$ cat config.mk
export PLATFORM = sky130hd
export DESIGN_NAME = dual_jk_flip_flop
export DESIGN_NICKNAME = d
export VERILOG_FILES = /design/src/verilog/pin_sync.sv /design/src/verilog/dual_jk_flip_flop.sv
export SDC_FILE = /design/constraint.sdc
export NUM_CORES = 1
export LEC_CHECK = 0
export ABC_CLOCK_PERIOD_IN_PS = 1530
export BUFFER_PORTS_ARGS = -buffer_cell sky130_fd_sc_hd__buf_2
export CORE_MARGIN = 2
export CORE_UTILIZATION = 45
export CTS_BUF_LIST = sky130_fd_sc_hd__clkbuf_16
export DETAILED_ROUTE_END_ITERATION = 7
export PLACE_DENSITY = 0.62
export SLEW_MARGIN = 20
export SYNTH_ARGS = -nofsm -noshare
export SYNTH_HDL_FRONTEND = slang
export SYNTH_SLANG_ARGS = --single-unit
$ cat constraint.sdc
create_clock -name clk -period 1.53 [get_ports clk]
set_input_delay 0.2295 -clock clk [delete_from_list [all_inputs] [get_ports clk]]
set_output_delay 0.2295 -clock clk [all_outputs]
set_load 0.05 [all_outputs]
$ cat src/verilog/pin_sync.sv
package jk_pkg;
  // reset and idle levels
  localparam logic Q_TRUE_RST  = 1'b0;
  localparam logic Q_COMP_RST  = 1'b1;
  localparam logic CLK_IDLE    = 1'b1;
  localparam logic PIN_IDLE_N  = 1'b1;
  localparam logic DATA_IDLE   = 1'b0;
  // number of storage elements
  localparam int   NUM_FF_DEF  = 2;
  // one-hot edge actions
  typedef enum logic [3:0] {
    ACT_HOLD   = 4'h1,
    ACT_SET    = 4'h2,
    ACT_RESET  = 4'h4,
    ACT_TOGGLE = 4'h8
  } jk_action_t;
endpackage : jk_pkg

`timescale 1ns/1ns
module pin_sync
  import jk_pkg::*;
#(
  parameter int        WIDTH    = 1,
  parameter bit [63:0] RST_BITS = '0
) (
  input  wire logic             clk,
  input  wire logic             rst_n,
  input  wire logic [WIDTH-1:0] din,
  output logic      [WIDTH-1:0] dout
);

  typedef struct packed {
    logic [WIDTH-1:0] stage1;
    logic [WIDTH-1:0] stage2;
  } sync_state_t;

  sync_state_t st_r;
  sync_state_t st_nxt;

  always_comb begin
    st_nxt        = st_r;
    st_nxt.stage1 = din;
    st_nxt.stage2 = st_r.stage1;
    if (!rst_n) begin
      st_nxt.stage1 = RST_BITS[WIDTH-1:0];
      st_nxt.stage2 = RST_BITS[WIDTH-1:0];
    end
  end

  always_ff @(posedge clk) begin
    st_r <= st_nxt;
  end

  assign dout = st_r.stage2;

endmodule : pin_sync

$ cat src/verilog/dual_jk_flip_flop.sv
// Behaviour
// RQ1: two separate elements, each with own clock, data, preset, clear, outputs
// RQ2: state changes only on falling edge of its own edge clock
// RQ3: falling edge: hold, set, reset or toggle by the two data inputs
// RQ4: data levels taken from just before the falling edge decide next state
// RQ5: data may change anywhere if held steady around the falling edge
// RQ6: preset low, clear high: true output high, complement low
// RQ7: clear low, preset high: true output low, complement high
// RQ8: while preset or clear is low, clock edges are ignored
// RQ9: preset and clear act without waiting for a clock edge
// RQ10: preset and clear both low: both outputs high
// RQ11: otherwise the complement output is always the inverse of true output; here it stays high until the third clk after both overrides are released
`timescale 1ns/1ns
module dual_jk_flip_flop
  import jk_pkg::*;
#(
  parameter int NUM_FF = NUM_FF_DEF
) (
  input  wire logic              clk,
  input  wire logic              rst_n,
  input  wire logic [NUM_FF-1:0] edge_clock_n,
  input  wire logic [NUM_FF-1:0] jk_set,
  input  wire logic [NUM_FF-1:0] jk_reset,
  input  wire logic [NUM_FF-1:0] async_preset_n,
  input  wire logic [NUM_FF-1:0] async_clear_n,
  output logic      [NUM_FF-1:0] q_true,
  output logic      [NUM_FF-1:0] q_comp
);

  localparam int SYNC_W = 5 * NUM_FF;

  // idle pin levels for the synchroniser reset
  localparam bit [63:0] SYNC_RST = 64'({
    {NUM_FF{PIN_IDLE_N}},
    {NUM_FF{PIN_IDLE_N}},
    {NUM_FF{DATA_IDLE}},
    {NUM_FF{DATA_IDLE}},
    {NUM_FF{CLK_IDLE}}
  });

  typedef struct packed {
    logic [NUM_FF-1:0] clk_prev;
    logic [NUM_FF-1:0] set_prev;
    logic [NUM_FF-1:0] reset_prev;
    logic [NUM_FF-1:0] q_true;
    logic [NUM_FF-1:0] q_comp;
  } jk_state_t;

  jk_state_t st_r;
  jk_state_t st_nxt;

  logic [SYNC_W-1:0] sync_out;
  logic [NUM_FF-1:0] clk_s;
  logic [NUM_FF-1:0] set_s;
  logic [NUM_FF-1:0] reset_s;
  logic [NUM_FF-1:0] preset_s_n;
  logic [NUM_FF-1:0] clear_s_n;
  logic [NUM_FF-1:0] q_true_nxt;
  logic [NUM_FF-1:0] q_comp_nxt;

  // every pin passes two flip-flops before use
  pin_sync #(
    .WIDTH    (SYNC_W),
    .RST_BITS (SYNC_RST)
  ) u_pin_sync (
    .clk   (clk),
    .rst_n (rst_n),
    .din   ({async_clear_n, async_preset_n, jk_reset, jk_set, edge_clock_n}),
    .dout  (sync_out)
  );

  assign clk_s      = sync_out[0*NUM_FF +: NUM_FF];
  assign set_s      = sync_out[1*NUM_FF +: NUM_FF];
  assign reset_s    = sync_out[2*NUM_FF +: NUM_FF];
  assign preset_s_n = sync_out[3*NUM_FF +: NUM_FF];
  assign clear_s_n  = sync_out[4*NUM_FF +: NUM_FF];

  function automatic jk_action_t decode_action(input logic s, input logic r);
    jk_action_t a;
    a = ACT_HOLD;
    unique case ({s, r})
      2'b00: a = ACT_HOLD;
      2'b10: a = ACT_SET;
      2'b01: a = ACT_RESET;
      2'b11: a = ACT_TOGGLE;
    endcase
    return a;
  endfunction : decode_action

  // RQ1: one independent element per index
  genvar i;
  generate
    for (i = 0; i < NUM_FF; i++) begin : g_ff
      logic       fall;
      jk_action_t act;

      // RQ2: falling edge of own clock only
      assign fall = st_r.clk_prev[i] & ~clk_s[i];
      // RQ4: data from the sample before the edge
      assign act  = decode_action(st_r.set_prev[i], st_r.reset_prev[i]);

      always_comb begin
        q_true_nxt[i] = st_r.q_true[i];
        q_comp_nxt[i] = st_r.q_comp[i];
        // RQ10: both overrides low
        if (!preset_s_n[i] && !clear_s_n[i]) begin
          q_true_nxt[i] = 1'b1;
          q_comp_nxt[i] = 1'b1;
        // RQ6: preset override
        end else if (!preset_s_n[i]) begin
          q_true_nxt[i] = 1'b1;
          q_comp_nxt[i] = 1'b0;
        // RQ7: clear override
        end else if (!clear_s_n[i]) begin
          q_true_nxt[i] = 1'b0;
          q_comp_nxt[i] = 1'b1;
        // RQ8: clocking only with overrides released
        end else if (fall) begin
          // RQ3: edge action
          unique case (act)
            ACT_HOLD: begin
              q_true_nxt[i] = st_r.q_true[i];
            end
            ACT_SET: begin
              q_true_nxt[i] = 1'b1;
            end
            ACT_RESET: begin
              q_true_nxt[i] = 1'b0;
            end
            ACT_TOGGLE: begin
              q_true_nxt[i] = ~st_r.q_true[i];
            end
          endcase
          // RQ11: complement follows
          q_comp_nxt[i] = ~q_true_nxt[i];
        end else begin
          // RQ11: complement restored after dual override
          q_comp_nxt[i] = ~st_r.q_true[i];
        end
      end
    end
  endgenerate

  always_comb begin
    st_nxt            = st_r;
    st_nxt.clk_prev   = clk_s;
    // RQ5: data only matter around the edge
    st_nxt.set_prev   = set_s;
    st_nxt.reset_prev = reset_s;
    // RQ9: overrides act on the third clk after the pin changes, not on an edge clock edge
    st_nxt.q_true     = q_true_nxt;
    st_nxt.q_comp     = q_comp_nxt;
    if (!rst_n) begin
      st_nxt.clk_prev   = {NUM_FF{CLK_IDLE}};
      st_nxt.set_prev   = {NUM_FF{DATA_IDLE}};
      st_nxt.reset_prev = {NUM_FF{DATA_IDLE}};
      st_nxt.q_true     = {NUM_FF{Q_TRUE_RST}};
      st_nxt.q_comp     = {NUM_FF{Q_COMP_RST}};
    end
  end

  always_ff @(posedge clk) begin
    st_r <= st_nxt;
  end

  assign q_true = st_r.q_true;
  assign q_comp = st_r.q_comp;

endmodule : dual_jk_flip_flop

==> results.md, run 1 <==
- The run finished with clean final reports.
- Across all hold checks on the routed design, the worst slack comes to 0.142 ns.
- The worst vdd rail ir drop is 1.13 mV.
- The number of pins exceeding their max-slew limit in the final report is 0.
- The area added between synthesis and finish is 22.3%.
- The final net count is 104.
- The insertion delay to the later sink of the worst-skew pair is 0.26 ns.
- The areal power density over the cells is 1590 nW/um2.
- The average via count per standard cell is 4.08.
- The worst-path cell with the longest stage delay is sky130_fd_sc_hd__dfxtp_1.
- The cell type contributing the most total cell area after synthesis is sky130_fd_sc_hd__dfxtp_1.
- The cell area after technology mapping is 908 um2.
- By area the synthesized netlist is led by sky130_fd_sc_hd__dfxtp_1 66%, sky130_fd_sc_hd__nand2b_1 9.0%, sky130_fd_sc_hd__and2_1 8.3%.
- Setup slack on the critical path of the routed design comes to 0.435 ns.
- The first-pass iteration count of the detailed router is 3.
- The longest clock path from root to sink contains 2 buffers.
- The die covers 2390 um2.
- The kind of launch point of the worst setup path is a flip-flop.
- The hold path depth is 2.
- The first-pass GRT wire length is 1.91 mm.
- Entering global routing, the biggest net connects 31 pins.
- Wires add up to 1.01 mm.
- The post-route DRC violation count is 0.
- In this run the critical register-to-register path is captured at q_comp[1]$_SDFF_PP1_.
- The routed design could run at a clock period as short as 1.09 ns.
- The share of the yosys chip area belonging to registers is 66.1%.
- The all-layer global routing usage is 11.0%.
- In this run the static leakage power is 0.479 nW.
- Measured along the x axis, the die boundary spans 48.9 um.
- The kind of critical path is flip-flop to primary output.
- The number of gates resized after CTS is 0.
- Across the run, the number of max-cap violations was 0.
- Measured on the finished design, the core utilization comes to 57.2%.
- The path with the worst hold slack has its endpoint at u_pin_sync.st_r[10]$_SDFF_PN1_.
- In this run the core area contains 16 standard-cell rows.
- The global routing usage on met2 is 16.7%.
- The placed instances occupy a cell area of 973 um2.
- During placement, the flow inserted port buffers numbering 15.
- After routing, the total negative slack on setup checks comes to 0 ns.
- At the placement stage, the worst setup path has a slack of 0.591 ns.
- The die is 48.9 um tall.
- The clock arrives with 0.00324 ns of skew.
- The startpoint of the worst hold path is edge_clock_n[0].
- The H-tree generated during clock tree synthesis spans 2 levels.
- The critical path arrival is 0.87 ns.
- The summed area of non-filler cells in the final layout is 1110 um2.
- The average instance area after synthesis is 11.8 um2.
- The path depth of the worst reg2reg path is 3.
- 0 antenna diodes ended up in the layout.
- The met3 usage in global routing is 4.60%.
- After detailed routing, the average wire length per cell comes to 8.40 um.
- The root buffer cell is sky130_fd_sc_hd__clkbuf_16.
- The slew at the pin with the worst max-slew slack is 0.435 ns.
- In this run the most used layer during global routing was met2.
- The sort of element at the end of the critical path is a primary output.
- Of all nets on the critical path, the largest fanout is 3.
- The global-route met1 utilization is 11.7%.
- The number of antenna violations at the first check in global routing is 0.
- Broken down by cell family, the worst path's largest delay share belongs to flip-flops.
- The initial core utilization is 46.8%.
- In the final layout, the share of cells above drive strength 1 is 24.7%.
- For this run, the top clock speed supported by timing is 913 MHz.
- TritonCTS built the clock tree.
- Clock-pin slew was measured on the worst setup and hold paths at 0.05 ns.
- The synthesized net count is 89.
- For this design, the sink count on the clock tree is 30.
- The most common cell after layout, fill and taps aside is sky130_fd_sc_hd__dfxtp_1.
- The count of synthesis-stage warnings from yosys is 0.
- Once the clock tree was built, the setup fixing pass inserted 0 buffers.
- The routed via count is 490.
- After layout, the worst path uses 71.6% of the clock period.
- The cell count after synthesis came out at 77.
- In this run the critical register-to-register path is launched from u_pin_sync.dout[1]$_SDFF_PN1_.
- The number of hold violations in the final report is 0.
- In this run the biggest area consumer among cell types represents 66.1% of the synthesized area.
- Counting both buffers and inverters, the worst setup path holds a total of 1.
- On the worst path, the slowest cell contributes a delay of 0.34 ns.
- The path category of the worst min-delay check is primary input to flip-flop.
- Setup violations remaining at the end of the flow were counted as 0.
- In the layout the commonest cells are 30 x sky130_fd_sc_hd__dfxtp_1, 15 x sky130_fd_sc_hd__buf_2, 13 x sky130_fd_sc_hd__nand2b_1.
- The signal on the critical path passes through buf_2.
- The flip-flop and latch count after synthesis is 30.
- The post-detailed-route count of antenna-violating nets is 0.
- The required arrival time at the worst endpoint is 1.30 ns.
- Setup slack on the worst reg-to-reg path comes out at 0.57 ns.
- In this run, post-CTS hold repair placed 0 buffers.
- The violation count after the first detailed-route iteration is 4.
- The number of buffers created by CTS is 5.
- The placeable core area is 1940 um2.
- Routability-driven placement finished with a final weighted congestion of 0.647.
- The number of global-route vias before repair is 477.
- For this design the top-level I/O count stands at 16.
- Setup repair after global routing left no endpoint under its margin.
- The number of distinct standard cells referenced by the synthesized netlist is 14.
- Global routing finished with a remaining overflow of 0.
- The worst pin sits at a relative slew slack of 71.0%.
## how the worst max path moves through the flow
stage	start	end	slack (ns)	cells past startpoint
2_1_floorplan	q_true[1]$_SDFFE_PN0P_	q_true[1]$_SDFFE_PN0P_	0.68	3
3_3_place_gp	u_pin_sync.dout[1]$_SDFF_PN1_	q_comp[1]$_SDFF_PP1_	0.61	3
3_5_place_dp	u_pin_sync.dout[0]$_SDFF_PN1_	q_comp[0]$_SDFF_PP1_	0.59	3
4_1_cts	q_true[0]$_SDFFE_PN0P_	q_true[0]	0.42	1
5_1_grt	q_true[1]$_SDFFE_PN0P_	q_true[1]	0.38	1
6_report	q_true[0]$_SDFFE_PN0P_	q_true[0]	0.44	1
## Yosys cell counts
library cell,instances
sky130_fd_sc_hd__a32oi_1,2
sky130_fd_sc_hd__and2_1,12
sky130_fd_sc_hd__and3_1,2
sky130_fd_sc_hd__and4b_1,2
sky130_fd_sc_hd__buf_2,2
sky130_fd_sc_hd__buf_4,4
sky130_fd_sc_hd__clkbuf_1,1
sky130_fd_sc_hd__dfxtp_1,30
sky130_fd_sc_hd__inv_1,2
sky130_fd_sc_hd__nand2b_1,13
sky130_fd_sc_hd__nand2b_2,2
sky130_fd_sc_hd__nand3_1,2
sky130_fd_sc_hd__nand3b_1,2
sky130_fd_sc_hd__or2b_1,1
## power breakdown
group	internal [mW]	total, mW	switching [mW]
Clock	0.582	0.864	0.282
Sequential	0.818	0.828	0.00967
Combinational	0.0351	0.0771	0.0421
## cells by family (layout without fill, tap and decap cells)
family / after synthesis / after routing / synth area share [%]
compound gates: 2 / 2 / 1.93
flops: 30 / 30 / 66.1
simple gates: 36 / 36 / 26.3
buf+inv: 9 / 25 / 5.65
## area by class of cell
type / instances / area (um2)
multi-input combinational: 38 / 256
fill: 171 / 831
timing repair buffer: 15 / 75.1
clock buffer: 5 / 125
sequential: 30 / 601
tap: 27 / 33.8
clock inverter: 3 / 12.5
inverter: 2 / 7.51
## state kept, by name, indices dropped and copies added, names as in the netlist
register and count:
q_comp 2, st_r 6, u_pin_sync.st_r 10, q_true 2, u_pin_sync.dout 10
## per-layer routing
metal  up-vias  part of all wire [%]  routed length [um]
met5         -                     0                   0
met4         0                   1.3                  13
met3         2                   7.1                  72
met2        16                    45                 450
met1       203                    47                 471
li1        269                     -                   -
## through the flow
step | total power, mW | instances
floorplan | 0.906 | 77
global placement | 0.919 | 112
detailed placement | 0.921 | 112
CTS | 1.80 | 120
global route | 1.85 | 120
finish | 1.77 | 120
No activity file was read; power rests on OpenSTA's default activity.
==> inputs of run 2 (changes only) <==
--- a/config.mk
+++ b/config.mk
@@ -5,7 +5,7 @@
 export SDC_FILE = /design/constraint.sdc
 export NUM_CORES = 1
 export LEC_CHECK = 0
-export ABC_CLOCK_PERIOD_IN_PS = 1530
+export ABC_CLOCK_PERIOD_IN_PS = 1050
 export BUFFER_PORTS_ARGS = -buffer_cell sky130_fd_sc_hd__buf_2
 export CORE_MARGIN = 2
 export CORE_UTILIZATION = 45
==> constraint.sdc (replaced) <==
create_clock -name clk -period 1.05 [get_ports clk]
set_input_delay 0.1575 -clock clk [delete_from_list [all_inputs] [get_ports clk]]
set_output_delay 0.1575 -clock clk [all_outputs]
set_load 0.05 [all_outputs]
==> run 2 against run 1 <==
Effect of this change:
- first-iteration DRC count is the same
- sequential power grew 46%
- final cell count grew 0.83%
- count of clock-buffer cells in the layout did not move
- power up 46%
- critical path depth unchanged
- highest routed layer is now met3
- register-to-register slack worse by 0.43 ns
==> results.md, run 2 (same netlist as run 1, synthesis figures left out) <==
- The summed area of non-filler cells in the final layout is 1140 um2 (+2.5%).
- The die area came to 2390 um2 (unchanged).
- The highest achievable clock rate is 1010 MHz.
- The peak fanout along the critical path is 3 (unchanged).
- The horizontal die dimension is 48.9 um (unchanged).
- The H-tree level count is 2 (unchanged).
- The number of sinks handled by clock tree synthesis is 30 (unchanged).
- The max-capacitance violation count came to 0 (unchanged).
- The worst setup path is captured at a primary output.
- The first-pass GRT wire length came to 1.97 mm (+3.2%).
- The startpoint identified for the worst register-to-register timing path is u_pin_sync.dout[1]$_SDFF_PN1_.
- The peak per-stage delay on the critical path was 0.33 ns (about the same).
- The first-pass iteration count of the detailed router is 3 (unchanged).
- The share of cells above drive strength 1 is 25.5% (+0.80 points).
- The placeable core area is 1940 um2 (unchanged).
- The worst hold path endpoint is u_pin_sync.st_r[16]$_SDFF_PN1_.
- The worst clock skew on the final layout is 0.000885 ns (-0.00235 ns).
- The worst vdd rail ir drop is 1.74 mV (+54%).
- The critical path arrival came to 0.83 ns (-0.04 ns).
- The number of buffers created by CTS was 5 (unchanged).
- The final setup violation count is 0 (unchanged).
- The number of pins exceeding their max-slew limit in the final report is 0 (unchanged).
- The count of input and output buffers is 15 (unchanged).
- The worst setup slack for register-to-register paths is 0.14 ns (-0.43 ns).
- The slew at the pin with the worst max-slew slack was 0.247 ns (-0.188 ns).
- The routed via count is 514 (+4.9%).
- The library cell used most frequently in the layout, excluding fill and tap cells, is sky130_fd_sc_hd__dfxtp_1.
- The accumulated negative setup slack is 0 ns (unchanged).
- The non-filler instance count after layout was 121 (+0.83%).
- The buffering stage count on the worst path with inverters included is 1 (unchanged).
- The number of hold violations in the final report is 0 (unchanged).
- The top cell types in the final layout, fill and taps aside, are 30 x sky130_fd_sc_hd__dfxtp_1, 13 x sky130_fd_sc_hd__nand2b_1, 13 x sky130_fd_sc_hd__buf_2.
- The hold path depth came to 2 (unchanged).
- The startpoint of the worst hold path is async_preset_n[0].
- The post-detailed-route count of antenna-violating nets is 0 (unchanged).
- The final net count is 106 (+1.9%).
- The kind of critical path is flip-flop to primary output.
- The kind of cell with the highest combined delay along the critical path is flip-flops.
- The path depth of the worst reg2reg path is 3 (unchanged).
- The vertical die dimension is 48.9 um (unchanged).
- The areal power density over the cells was 2260 nW/um2 (+42%).
- TritonCTS built the clock tree.
- The endpoint identified for the worst register-to-register timing path is q_true[1]$_SDFFE_PN0P_.
- The overall overflow remaining after global route is 0 (unchanged).
- The clock-pin slew on the worst setup and hold paths is 0.04 ns (about the same).
- The initial core utilization is 46.8% (unchanged).
- The detailed-route wire length is 1.02 mm (+1.3%).
- The buffer levels on the longest clock path is 2 (unchanged).
- The path category of the worst min-delay check is primary input to flip-flop.
- The violation count after the first detailed-route iteration is 4 (unchanged).
- The smallest clock period supported by the final layout is computed as 0.989 ns.
- The worst path uses 94.2% of the clock period.
- The number of global-route vias before repair is 496 (+4.0%).
- The placer congestion estimate was 0.654 (+0.97%).
- The total chip power is 2.58 mW (+46%).
- The final antenna diode count came to 0 (unchanged).
- The average via count per standard cell is 4.25 (+4.0%).
- The insertion delay to the later sink of the worst-skew pair was 0.26 ns (about the same).
- The area added between synthesis and finish is 25.3%.
- The worst slew margin relative to its limit is 83.6% (+13 points).
- The placed instance count is 114 (+1.8%).
- The kind of launch point of the worst setup path is a flip-flop.
- The worst-path cell with the longest stage delay is sky130_fd_sc_hd__dfxtp_1.
- The placement row count is 16 (unchanged).
- The reported leakage power is 0.493 nW (+2.8%).
- The largest net degree at the start of global routing is 16 (-48%).
- Setup repair after global routing left no endpoint under its margin.
- The required arrival time at the worst endpoint is 0.89 ns (-0.41 ns).
- Traced cell by cell, the critical path runs through clkbuf_4.
- The all-layer global routing usage was 11.6% (+0.58 points).
- The flow ran to the end, and the final reports show no timing, DRC or antenna violations.
- The placed standard-cell area came to 1000 um2 (+2.8%).
- The final core utilization is 58.6% (+1.4 points).
- The detail-routed net length per standard cell is 8.44 um (+0.45%).
- The I/O pin count was 16 (unchanged).
- The post-route DRC violation count came to 0 (unchanged).
- In this run the worst setup path begins at q_true[1]$_SDFFE_PN0P_.
- The number of antenna violations at the first check in global routing is 0 (unchanged).
- The root buffer cell is sky130_fd_sc_hd__clkbuf_16.
run 2: cell count changes in the layout (fill, tap and decap cells not counted), sizes merged:
cell / before / now
clkbuf: 5 / 6
inv: 3 / 4
clkinv: 2 / 0
buf: 15 / 16
run 2: how the worst max path moves through the flow:
stage / endpoint / slack, ns / depth (start not counted)
floorplan: q_true[1]$_SDFFE_PN0P_ / 0.20 / 3
global placement: q_true[1]$_SDFFE_PN0P_ / 0.17 / 3
detailed placement: q_true[1]$_SDFFE_PN0P_ / 0.14 / 3
CTS: q_true[0] / 0.01 / 1
global route: q_true[1] / 0.0001 / 1
finish: q_true[1] / 0.06 / 1
run 2: layout make-up:
class | count | area [um2]
repair buffers | 17 | 108
flip-flops and latches | 30 | 601
clock inverters | 2 | 7.51
multi-input cells | 38 | 256
well taps | 27 | 33.8
clock buffers | 5 | 125
fillers | 182 | 803
inverters | 2 | 7.51
run 2: stage by stage:
| step | setup WS [ns] | hold WS [ns] |
|---|---|---|
| after floorplan | 0.195 | 0.259 |
| after global placement | 0.172 | 0.338 |
| after detailed placement | 0.136 | 0.345 |
| after CTS | 0.0125 | 0.0682 |
| after global routing | 0.000119 | 0.0720 |
| final | 0.0611 | 0.0729 |
run 2: report_power, final:
part	total, mW	switching [mW]	internal, mW
Sequential	1.21	0.0139	1.19
Combinational	0.126	0.0631	0.0631
Clock	1.25	0.407	0.839
run 2: layer usage:
metal | vias to the layer above | wire (um) | global-route usage (%)
li1 | 275 | - | -
met1 | 220 | 439 | 11.8
met2 | 19 | 493 | 16.9
met3 | 0 | 87 | 8.59
met4 | 0 | 0 | 7.14
met5 | - | 0 | 0
run 2: what timing repair did:
action	4_1_cts	5_1_grt
resized for setup	0	3
setup endpoints to repair	0	2
buffers inserted	0	0
hold buffers	0	0
==> inputs of run 3 (changes only) <==
--- a/config.mk
+++ b/config.mk
@@ -8,10 +8,10 @@
 export ABC_CLOCK_PERIOD_IN_PS = 1050
 export BUFFER_PORTS_ARGS = -buffer_cell sky130_fd_sc_hd__buf_2
 export CORE_MARGIN = 2
-export CORE_UTILIZATION = 45
+export CORE_UTILIZATION = 51
 export CTS_BUF_LIST = sky130_fd_sc_hd__clkbuf_16
 export DETAILED_ROUTE_END_ITERATION = 7
-export PLACE_DENSITY = 0.62
+export PLACE_DENSITY = 0.7
 export SLEW_MARGIN = 20
 export SYNTH_ARGS = -nofsm -noshare
 export SYNTH_HDL_FRONTEND = slang
==> run 3 against run 2 <==
Effect of this change:
- count of clock-buffer cells in the layout unchanged
- clock power about the same
- sequential power about the same
- worst hold slack got worse by 0.0039 ns
- critical path type unchanged
- combinational power about the same
- worst setup slack got worse by 0.0072 ns
- via count decreased by 0.58%
==> results.md, run 3 (same netlist as run 1, synthesis figures left out) <==
- The run finished with clean final reports.
- The buffer levels on the longest clock path came to 2 (unchanged).
- The final antenna diode count is 0 (unchanged).
- The detailed-placement wirelength estimate is 685 um.
- The highest achievable clock rate was 1000 MHz (-0.72%).
- The worst clock skew on the final layout is 0.00343 ns (+0.00254 ns).
- The first-pass GRT wire length came to 1.81 mm (-8.1%).
- The slew at the pin with the worst max-slew slack is 0.248 ns (+0.000535 ns).
- The placement row count is 15 (-1).
- The first-pass iteration count of the detailed router came to 4 (+1).
- The final net count is 105 (-0.94%).
- The total chip power is 2.60 mW (+0.70%).
- The peak fanout along the critical path was 3 (unchanged).
- TritonCTS built the clock tree.
- The vertical die dimension came to 46.2 um (-5.6%).
- The routed via count came to 511 (-0.58%).
- The path category of the worst min-delay check is primary input to flip-flop.
- The I/O pin count is 16 (unchanged).
- The number of fillers in the final layout is 143 (-21%).
- The average via count per standard cell was 4.29 (+1.1%).
- The insertion delay to the later sink of the worst-skew pair is 0.26 ns (about the same).
- The number of antenna violations at the first check in global routing is 0 (unchanged).
- The peak per-stage delay on the critical path came to 0.34 ns (about the same).
- The buffering stage count on the worst path with inverters included came to 1 (unchanged).
- The placer congestion estimate is 0.695 (+6.3%).
- The number of pins exceeding their max-slew limit in the final report is 0 (unchanged).
- The area added between synthesis and finish is 24.8%.
- The number of buffers created by CTS came to 5 (unchanged).
- Setup repair after global routing left no endpoint under its margin.
- The post-route minimum period is 0.996 ns (+0.00718 ns).
- The H-tree level count is 2 (unchanged).
- The die area is 2130 um2 (-11%).
- The share of cells above drive strength 1 was 25.5% (unchanged).
- The horizontal die dimension came to 46.2 um (-5.6%).
- The number of global-route vias before repair is 438 (-12%).
- The root buffer cell is sky130_fd_sc_hd__clkbuf_16.
- The post-route DRC violation count is 0 (unchanged).
- The overall overflow remaining after global route came to 0 (unchanged).
- The clock-pin slew on the worst setup and hold paths is 0.05 ns (about the same).
- The required arrival time at the worst endpoint is 0.89 ns (about the same).
- The placeable core area came to 1710 um2 (-12%).
- The areal power density over the cells is 2290 nW/um2 (+1.1%).
- The count of input and output buffers was 15 (unchanged).
- Among cell families on the critical path, the largest total delay comes from flip-flops.
- The most common cell after layout, fill and taps aside is sky130_fd_sc_hd__dfxtp_1.
- Traced cell by cell, the critical path runs through clkbuf_4.
- The critical path arrival is 0.84 ns (about the same).
- The number of hold violations in the final report was 0 (unchanged).
- The detailed-route wire length came to 1.03 mm (+0.59%).
- The worst vdd rail ir drop was 1.45 mV (-17%).
- In the layout the commonest cells are 30 x sky130_fd_sc_hd__dfxtp_1, 13 x sky130_fd_sc_hd__nand2b_1, 13 x sky130_fd_sc_hd__buf_2.
- The post-cts hold buffer count is 0 (unchanged).
- The kind of launch point of the worst setup path is a flip-flop.
- The violation count after the first detailed-route iteration is 4 (unchanged).
- The reported leakage power came to 0.488 nW (-0.94%).
- The all-layer global routing usage came to 13.3% (+1.7 points).
- The worst-path cell with the longest stage delay is sky130_fd_sc_hd__dfxtp_1.
- The number of sinks handled by clock tree synthesis is 30 (unchanged).
- The initial core utilization was 53.2% (+6.4 points).
- The post-detailed-route count of antenna-violating nets came to 0 (unchanged).
- The max-capacitance violation count is 0 (unchanged).
- The total setup buffers inserted after CTS came to 0 (unchanged).
- The worst setup path is of the flip-flop to primary output kind.
- The largest net degree at the start of global routing is 26 (+10).
- The worst setup path is captured at a primary output.
- The final setup violation count is 0 (unchanged).
- The worst setup slack for register-to-register paths is 0.10 ns (-0.04 ns).
- The worst slew margin relative to its limit came to 83.6% (about the same).
- The detail-routed net length per standard cell was 8.63 um (+2.3%).
- The share of the clock period used by the worst path is 94.9% (+0.68 points).
- The accumulated negative setup slack was 0 ns (unchanged).
[run 3: cell types whose count changed in the layout (fill, tap and decap cells not counted)]
| cell | delta |
|---|---|
| sky130_fd_sc_hd__inv_1 | -1 |
| sky130_fd_sc_hd__clkinv_2 | +1 |
| sky130_fd_sc_hd__buf_4 | -1 |
| sky130_fd_sc_hd__clkinv_1 | +1 |
[run 3: cell type report]
cell class                 count  area [um2]  area share, %
sequential                    30         601           53.0
multi-input combinational     38         256           22.6
inverter                       2        7.51          0.662
clock inverter                 3        12.5           1.10
clock buffer                   5         125           11.0
tap                           25        31.3           2.76
timing repair buffer          16         100           8.83
[run 3: per-stage QoR]
stage,utilization (%),setup WS (ns),hold WS [ns],cell area (um2),cells
CTS,66.2,0.00420,0.0644,1130,119
detailed placement,58.0,0.113,0.343,991,111
finish,66.4,0.0540,0.0689,1130,119
global placement,58.0,0.154,0.338,991,111
global route,66.4,0.0108,0.0734,1130,119
floorplan,-,0.195,0.259,908,77
[run 3: routing by layer]
| metal | GRT usage [%] | wire length (um) | share of wire (%) | vias up |
|---|---|---|---|---|
| met5 | 0 | 0 | 0 | - |
| met4 | 12.0 | 31 | 3.0 | 0 |
| met3 | 7.06 | 67 | 6.5 | 5 |
| met2 | 18.1 | 478 | 47 | 18 |
| met1 | 14.7 | 449 | 44 | 218 |
| li1 | - | - | - | 270 |
[run 3: worst paths after layout]
kind                                     to                           from  depth (start not counted)
max                               q_true[1]         q_true[1]$_SDFFE_PN0P_                          1
min reg2reg            q_comp[1]$_SDFF_PP1_  u_pin_sync.dout[9]$_SDFF_PN1_                          1
min          u_pin_sync.st_r[18]$_SDFF_PN1_               async_clear_n[0]                          2
max reg2reg          q_true[1]$_SDFFE_PN0P_  u_pin_sync.dout[1]$_SDFF_PN1_                          3
[run 3: repair_timing]
| action | CTS | global route |
|---|---|---|
| setup endpoints to repair | 1 | 1 |
| gates resized for setup | 1 | 1 |
| pin swaps | 0 | 0 |
[run 3: power by group]
part	switching [mW]	total (mW)	leakage, nW	internal, mW
Sequential	0.0152	1.21	0.248	1.19
Combinational	0.0618	0.123	0.168	0.0607
Clock	0.417	1.27	0.0724	0.849
